## src/hdl/sib_map.vh

```
// Register map and field constants for the bridge status block
`ifndef SIB_MAP_VH
`define SIB_MAP_VH
`define SIB_ADDR_W 8
`define SIB_OFF_STATUS 8'h58
`define SIB_OFF_RBYTE 8'h59
`define SIB_BIT_WDONE 0
`define SIB_BIT_TABORT 1
`define SIB_BIT_PDONE 2
`define SIB_BIT_RDVALID 3
`define SIB_BIT_EESIZE 4
`define SIB_RST_STATUS 8'h10
`define SIB_RST_RBYTE 8'h00
`define SIB_RST_EESIZE 1'h1
`define SIB_ZERO8 8'h00
`define SIB_PAGE_LAST 8'hFF
`endif

```

## src/hdl/sib_bridge_status.v

```verilog
// Bridge status and read-byte registers for the Bridge_status EEPROM path
`timescale 1ns/1ps
module sib_bridge_status #(
  parameter PAGE_MASK = 8'h3F
)(
  input wire mclk,
  input wire rst,
  input wire [7:0] reg_addr,
  input wire [7:0] reg_wdata,
  input wire reg_wr,
  input wire reg_rd,
  output reg [7:0] reg_rdata,
  input wire cmd_wr,
  input wire cmd_rd,
  input wire done_ok,
  input wire done_abort,
  input wire byte_rx,
  input wire [7:0] byte_in,
  input wire byte_wr,
  input wire [7:0] byte_wr_addr,
  output reg eesize_xfer,
  output wire eesize_now
);
  `include "sib_map.vh"
  reg eesize_r;
  wire wdone_w;
  wire tabort_w;
  wire pdone_w;
  wire rdvalid_w;
  wire [7:0] rbyte_w;
  wire [7:0] status_w;
  reg [7:0] rdata_nxt;

  // ---------------------------------------------------------------
  // Address decode
  // ---------------------------------------------------------------
  function sib_hit;
    input [7:0] addr;
    input [7:0] off;
    begin
      sib_hit = (addr == off);
    end
  endfunction

  // ---------------------------------------------------------------
  // Flag tracker
  // ---------------------------------------------------------------
  sib_flags #(.PAGE_MASK(PAGE_MASK)) u_flags (
    .mclk(mclk),
    .rst(rst),
    .cmd_wr(cmd_wr),
    .cmd_rd(cmd_rd),
    .done_ok(done_ok),
    .done_abort(done_abort),
    .byte_rx(byte_rx),
    .byte_in(byte_in),
    .byte_wr(byte_wr),
    .byte_wr_addr(byte_wr_addr),
    .wdone_r(wdone_w),
    .tabort_r(tabort_w),
    .pdone_r(pdone_w),
    .rdvalid_r(rdvalid_w),
    .rbyte_r(rbyte_w)
  );

  // ---------------------------------------------------------------
  // Address-size control
  // ---------------------------------------------------------------
  // Sampled at command start so a running transfer keeps its own size.
  always @(posedge mclk or posedge rst)
  begin
    if (rst)
    begin
      eesize_r <= `SIB_RST_EESIZE;
      eesize_xfer <= `SIB_RST_EESIZE;
    end
    else
    begin
      if (reg_wr && sib_hit(reg_addr, `SIB_OFF_STATUS))
        eesize_r <= reg_wdata[`SIB_BIT_EESIZE];
      if (cmd_wr || cmd_rd)
        eesize_xfer <= eesize_r;
    end
  end
  assign eesize_now = eesize_r;

  // ---------------------------------------------------------------
  // Register read port
  // ---------------------------------------------------------------
  assign status_w = {3'h0, eesize_r, rdvalid_w, pdone_w, tabort_w, wdone_w};

  // Data stand only in the cycle after the strobe; zero otherwise
  always @*
  begin
    rdata_nxt = `SIB_ZERO8;
    if (reg_rd && sib_hit(reg_addr, `SIB_OFF_STATUS))
      rdata_nxt = status_w;
    else if (reg_rd && sib_hit(reg_addr, `SIB_OFF_RBYTE))
      rdata_nxt = rbyte_w;
  end

  always @(posedge mclk or posedge rst)
  begin
    if (rst)
      reg_rdata <= `SIB_ZERO8;
    else
      reg_rdata <= rdata_nxt;
  end
endmodule // sib_bridge_status

```

## src/hdl/sib_flags.v

```verilog
// Status flag tracker for bridged EEPROM transfers
`timescale 1ns/1ps
module sib_flags #(
  parameter PAGE_MASK = 8'h3F
)(
  input wire mclk,
  input wire rst,
  input wire cmd_wr,
  input wire cmd_rd,
  input wire done_ok,
  input wire done_abort,
  input wire byte_rx,
  input wire [7:0] byte_in,
  input wire byte_wr,
  input wire [7:0] byte_wr_addr,
  output reg wdone_r,
  output reg tabort_r,
  output reg pdone_r,
  output reg rdvalid_r,
  output reg [7:0] rbyte_r
);
  `include "sib_map.vh"
  reg wr_pend_r;
  reg rd_pend_r;

  // ---------------------------------------------------------------
  // Flag sequencing
  // ---------------------------------------------------------------
  // A new command in the same cycle as a completion wins: the completion
  // belongs to the old transfer.
  always @(posedge mclk or posedge rst)
  begin
    if (rst)
    begin
      wdone_r <= 1'b0;
      tabort_r <= 1'b0;
      pdone_r <= 1'b0;
      rdvalid_r <= 1'b0;
      rbyte_r <= `SIB_RST_RBYTE;
      wr_pend_r <= 1'b0;
      rd_pend_r <= 1'b0;
    end
    else
    begin
      if (byte_wr)
        pdone_r <= ((byte_wr_addr & PAGE_MASK) == PAGE_MASK);
      if (cmd_wr || cmd_rd)
      begin
        tabort_r <= 1'b0;
        wr_pend_r <= cmd_wr;
        rd_pend_r <= cmd_rd;
        if (cmd_wr)
          wdone_r <= 1'b0;
        if (cmd_rd)
          rdvalid_r <= 1'b0;
      end
      else
      begin
        if (done_abort && (wr_pend_r || rd_pend_r))
        begin
          tabort_r <= 1'b1;
          wdone_r <= 1'b0;
          rdvalid_r <= 1'b0;
          wr_pend_r <= 1'b0;
          rd_pend_r <= 1'b0;
        end
        else
        begin
          if (done_ok && wr_pend_r)
          begin
            wdone_r <= 1'b1;
            wr_pend_r <= 1'b0;
          end
          if (byte_rx && rd_pend_r)
          begin
            rbyte_r <= byte_in;
            rdvalid_r <= 1'b1;
            rd_pend_r <= 1'b0;
          end
        end
      end
    end
  end
endmodule // sib_flags

```

## config.mk

```make
export PLATFORM = sky130hd
export DESIGN_NAME = sib_bridge_status
export DESIGN_NICKNAME = d
export VERILOG_FILES = /design/src/hdl/sib_bridge_status.v /design/src/hdl/sib_flags.v
export VERILOG_INCLUDE_DIRS = /design/src /design/src/hdl
export SDC_FILE = /design/constraint.sdc
export NUM_CORES = 1
export LEC_CHECK = 0
export BUFFER_PORTS_ARGS = -buffer_cell sky130_fd_sc_hd__buf_2
export CAP_MARGIN = 20
export CORE_MARGIN = 5
export CORE_UTILIZATION = 43
export DETAILED_ROUTE_END_ITERATION = 16
export PLACE_DENSITY = 0.77
export SLEW_MARGIN = 15
export SYNTH_ARGS = -nofsm -noshare
export SYNTH_HDL_FRONTEND = slang
export SYNTH_SLANG_ARGS = --single-unit
```

## constraint.sdc

```tcl
create_clock -name mclk -period 1.28 [get_ports mclk]
set_input_delay 0.064 -clock mclk [delete_from_list [all_inputs] [get_ports mclk]]
set_output_delay 0.064 -clock mclk [all_outputs]
set_load 0.05 [all_outputs]
```

==> out/results.txt, run 1 <==
Min-Delay Path Class -> in -> reg
DIE AREA -> 3380 um^2
Final Cycle Share -> 96.9%
footprint of the multi-input gates -> 377 um^2
Crit Reg-Reg Startpoint -> u_flags.pdone_r
number of CTS-inserted buffers -> 3
Clock Latency Late Sink -> 0.30 ns
crit path max fanout -> 2
Setup Buffers After CTS -> 0
core area -> 2210 um^2
clk root buf -> clkbuf_4
Max-Cap Viols -> 0
crit path DAT -> 1.44 ns
DRC -> 0
Final setup violation count -> 0
max-slew violations -> 0
Port-buffer cells -> 42
synthesized area -> 996 um^2
DRT antenna net count -> 0
cts repair resizes -> 0
Rows -> 17
clock period minus worst slack -> 1.24 ns
die width -> 58.1 um
Final Hold Violating Endpoints -> 0
worst relative slew slack -> 76.9%
WS Path Type -> in -> reg
R2R setup slack -> 0.07 ns
share of cells above drive strength 1 -> 46.7%
Final Cell Area -> 1410 um^2
pin count of the biggest net entering global routing -> 25
initial antenna violation count -> 0
n_diodes -> 0
Max VDD drop -> 624 uV
Hold-fix buffers, CTS -> 14
routed length per placed instance -> 13.7 um
CP required -> 1.48 ns
CP Capture Point -> u_flags.pdone_r
1st-pass router iterations -> 3
first-pass GRT wire length -> 3570 um
crit path launch -> byte_wr
leakage power -> 0.722 nW
maximum buffer depth of the clock tree -> 2
RSZ-0062 raised after global routing -> no
yosys warns -> 0
clock sink count -> 24
via count -> 802
largest family of logic cells by synthesized area -> simple AND/OR/NAND/NOR gates
Post-Route WL -> 2230 um
mux share of post-synthesis cell area -> 16.3%
PD cells -> 1020 nW/um^2
P&R area growth vs syn -> 41.6%
number of synthesized register bits -> 24
Distinct cells, synth -> 25
Initial DRC Count -> 10
Total GRT Usage -> 13.8%
Compound-Gate Fraction of Synth Area -> 4.52%
reg2reg path depth -> 3
gpl congestion -> 0.752
fillcell total -> 180
final setup skew -> 0.00615 ns
CTS H-tree lvls -> 1
outcome -> finished clean
# IOs -> 52
Register Area -> 603 um^2
area share of xor/xnor cells in the synthesized design -> 0%
fin nets -> 178
Die Span Y -> 58.1 um
Syn Inst Count -> 75
synthesized net count -> 117
vias per std cell -> 4.92
Initial Utilization -> 45.0%
Fin Setup TNS -> 0 ns
crit end category -> flop
area share of fa/ha/maj cells after synthesis -> 0%
maximum clock rate -> 807 MHz
total power -> 1.43 mW
total grt overflow -> 0
Simple-Gate Fraction of Synth Area -> 17.0%
r2r endpoint -> u_flags.pdone_r
vias in the first global route -> 877
worst slew pin tran -> 0.343 ns
CTS clk-pin slew, worst paths -> 0.12 ns
post-layout util -> 63.7%
Post-Place Cell Area -> 1240 um^2
Worst Hold Path Cells -> 3
CTS tree -> built
sequential area share after synthesis -> 60.6%
CP startpoint kind -> primary input
Synth Area per Inst -> 13.3 um^2
[worst max-delay path: stages]
cell and delay [ns]:
dlygate4sd3_1 0.53, buf_2 0.13, nand4_1 0.08, o21ai_0 0.08
dlygate4sd3_1 0.56
[layout by cell type, fill, tap and decap left out, drive strengths merged]
| cell | n |
|---|---|
| a31oi | 1 |
| inv | 3 |
| clkbuf | 4 |
| nand4b | 1 |
| mux2 | 10 |
| nor2 | 10 |
| and2 | 3 |
| nor2b | 2 |
| nor3b | 1 |
| o21ai | 2 |
| nor3 | 2 |
| nand4 | 1 |
| and4 | 2 |
| nand3 | 2 |
| mux2i | 5 |
| a21oi | 1 |
| dfrtp | 22 |
| dlygate4sd3 | 14 |
| a21o | 2 |
| dfstp | 2 |
| a21boi | 1 |
| and4bb | 1 |
| buf | 43 |
[sequential cells by signal, indices dropped and copies added (netlist names)]
| name | flops |
|---|---|
| eesize_xfer | 1 |
| reg_rdata | 8 |
| eesize_now | 1 |
| u_flags.tabort_r | 1 |
| u_flags.rdvalid_r | 1 |
| u_flags.rbyte_r | 8 |
| u_flags.rd_pend_r | 1 |
| u_flags.wdone_r | 1 |
| u_flags.wr_pend_r | 1 |
| u_flags.pdone_r | 1 |
[kinds of logic after synthesis]
group	Yosys count
simple gates	25
compound gates	7
mux	15
flops	24
buf+inv	4
[worst min path at each step]
stage | start | end
3_3_place_gp | rst | reg_rdata[4]
3_5_place_dp | rst | reg_rdata[4]
5_1_grt | done_abort | u_flags.rd_pend_r
6_report | done_ok | u_flags.wdone_r
2_1_floorplan | rst | reg_rdata[0]
4_1_cts | done_ok | u_flags.wdone_r
[where the power goes]
group	internal (mW)	switching, mW	leakage, nW	total [mW]
clock	0.121	0.201	0.0150	0.322
sequential	0.832	0.0369	0.308	0.869
combinational	0.141	0.0998	0.398	0.240
total	1.09	0.337	0.722	1.43
[Yosys cell counts, drive strengths merged]
cell type	n	area, um^2
nor2	10	45.0
a21boi	1	7.51
nor3b	1	12.5
nand4	1	6.26
mux2i	5	50.1
o21ai	2	10.0
and2	3	18.8
nand4b	1	8.76
inv	3	11.3
dfrtp	22	551
mux2	10	113
dfstp	2	52.6
a21oi	1	5.00
buf	1	5.00
nor3	2	10.0
a31oi	1	6.26
and4bb	1	12.5
nand3	2	22.5
nor2b	2	15.0
and4	2	17.5
a21o	2	16.3
[cell type report]
type                            count  share of cell area, %
Sequential cell                    24                   42.8
Inverter                            3                  0.799
Tap cell                           28                   2.48
Clock buffer                        4                   1.86
Multi-Input combinational cell     47                   26.7
Timing Repair Buffer               57                   25.4
[metal layers]
metal | vias to the layer above | part of all wire (%) | GRT usage, %
li1 | 382 | - | -
met1 | 386 | 40 | 15.2
met2 | 32 | 51 | 24.4
met3 | 2 | 8.9 | 4.23
met4 | 0 | 0.49 | 5.96
met5 | - | 0 | 0
[through the flow]
stage / hold WS, ns / setup WS, ns / std cells
2_1_floorplan: 0.0771 / 0.189 / 75
3_3_place_gp: 0.117 / 0.137 / 145
3_5_place_dp: 0.121 / 0.117 / 145
4_1_cts: 0.0491 / 0.0466 / 163
5_1_grt: 0.102 / 0.0304 / 163
6_report: 0.0691 / 0.0403 / 163
(Power assumes the default switching activity.)
==> run 2: changes to the inputs <==
Settings changed: CTS_BUF_LIST from default to sky130_fd_sc_hd__clkbuf_16, RECOVER_POWER from default to 100.
==> out/results.txt, run 2 (same netlist as run 1, synthesis figures left out) <==
Port-buffer cells -> 42 (unchanged)
final setup skew -> 0.00288 ns (-0.00328 ns)
# IOs -> 52 (unchanged)
worst relative slew slack -> 59.8% (-17 points)
CP startpoint kind -> flop
footprint of the multi-input gates -> 377 um^2 (unchanged)
most common cell after layout, fill and taps aside -> buf_2
Setup Buffers After CTS -> 0 (unchanged)
routed length per placed instance -> 14.0 um (+2.2%)
fillcell total -> 198 (+10%)
critical path, cell by cell -> clkbuf_2
CTS clk-pin slew, worst paths -> 0.06 ns (-0.06 ns)
crit end category -> output port
Rows -> 17 (unchanged)
crit path max fanout -> 4 (+2)
Final setup violation count -> 0 (unchanged)
worst slew pin tran -> 0.606 ns (+0.263 ns)
Final Cycle Share -> 92.5% (-4.3 points)
Final WS setup -> 0.0957 ns (+0.0555 ns)
Initial DRC Count -> 9 (-1)
Total GRT Usage -> 13.4% (-0.37 points)
clock sink count -> 24 (unchanged)
Post-Route WL -> 2100 um (-5.9%)
maximum clock rate -> 844 MHz (+4.7%)
Register Area -> 603 um^2 (unchanged)
largest registers -> reg_rdata (8), u_flags.rbyte_r (8)
Max VDD drop -> 1020 uV (+63%)
DIE AREA -> 3380 um^2 (unchanged)
total grt overflow -> 0 (unchanged)
pre-CTS setup slack -> 0.117 ns (unchanged)
share of cells above drive strength 1 -> 44.3% (-2.4 points)
die width -> 58.1 um (unchanged)
initial antenna violation count -> 0 (unchanged)
DRC -> 0 (unchanged)
Fin Setup TNS -> 0 ns (unchanged)
P&R area growth vs syn -> 32.5%
leakage power -> 0.653 nW (-9.5%)
vias per std cell -> 5.00 (+1.6%)
core area -> 2210 um^2 (unchanged)
Die Span Y -> 58.1 um (unchanged)
Min-Delay Path Class -> in -> reg
Clock Latency Late Sink -> 0.25 ns (-0.05 ns)
max-slew violations -> 0 (unchanged)
clk root buf -> clkbuf_16
n_diodes -> 0 (unchanged)
outcome -> finished clean
vias in the first global route -> 821 (-6.4%)
via count -> 750 (-6.5%)
CTS tree -> built
slowest stage delay, CP -> 0.57 ns (about the same)
Max-Cap Viols -> 0 (unchanged)
maximum buffer depth of the clock tree -> 2 (unchanged)
1st-pass router iterations -> 4 (+1)
fin nets -> 165 (-7.3%)
Initial Utilization -> 45.0% (unchanged)
cts repair resizes -> 0 (unchanged)
clock period minus worst slack -> 1.18 ns (-0.0555 ns)
Critical path buffers and inverters -> 1 (-2)
number of CTS-inserted buffers -> 3 (unchanged)
PD cells -> 1320 nW/um^2 (+30%)
delay-heaviest family, CP -> flip-flops
CP max stage cell -> dfstp_1
Hold-fix buffers, CTS -> 1 (-13)
crit path DAT -> 1.12 ns (-0.32 ns)
gpl congestion -> 0.752 (unchanged)
pin count of the biggest net entering global routing -> 25 (unchanged)
RSZ-0062 raised after global routing -> no
Final Hold Violating Endpoints -> 0 (unchanged)
CP required -> 1.22 ns (-0.26 ns)
WS Path Type -> reg -> out
CTS H-tree lvls -> 1 (unchanged)
first-pass GRT wire length -> 3440 um (-3.7%)
most frequent cells in the layout -> 32 x buf_2, 22 x dfrtp_1, 10 x mux2_2, 9 x nor2_1, 8 x clkbuf_1
DRT antenna net count -> 0 (unchanged)
==> run 2: per-layer routing <==
| metal | routed length (um) | GRT usage, % |
|---|---|---|
| met3 | 193 | 4.01 |
| met5 | 0 | 0 |
| met2 | 1020 | 22.1 |
| met4 | 40 | 7.95 |
| met1 | 847 | 15.3 |
==> run 2: final cells by class <==
cell class	instances	share of cell area, %
well taps	28	2.65
multi-input cells	47	28.5
clock inverters	1	0.284
inverters	3	0.853
flip-flops and latches	24	45.7
clock buffers	3	5.69
repair buffers	44	16.3
==> run 2: through the flow <==
stage	hold WS (ns)	instance area, um^2	utilization (%)	total power, mW	std cells
after CTS	0.0150	1330	60.2	1.76	150
after floorplan	0.0771	996	-	1.00	75
after global placement	0.117	1240	56.2	1.08	145
after detailed placement	0.121	1240	56.2	1.10	145
final	0.0160	1320	59.7	1.74	150
after global routing	0.0383	1320	59.7	1.82	150
==> run 2: worst paths after layout <==
check	cells past startpoint	endpoint	slack, ns	start
max	1	eesize_now	0.1	eesize_now
min	2	u_flags.pdone_r	0.02	byte_wr
max reg2reg	3	u_flags.rbyte_r[2]	0.11	u_flags.rd_pend_r
min reg2reg	1	reg_rdata[5]	0.49	u_flags.rbyte_r[5]
max in group asynchronous	4	eesize_xfer	0.40	rst
min in group asynchronous	4	reg_rdata[7]	0.51	rst
==> run 2: report_power, final <==
part	switching [mW]	internal [mW]
sequential	0.0373	0.833
combinational	0.0943	0.115
clock	0.243	0.417
total	0.375	1.36
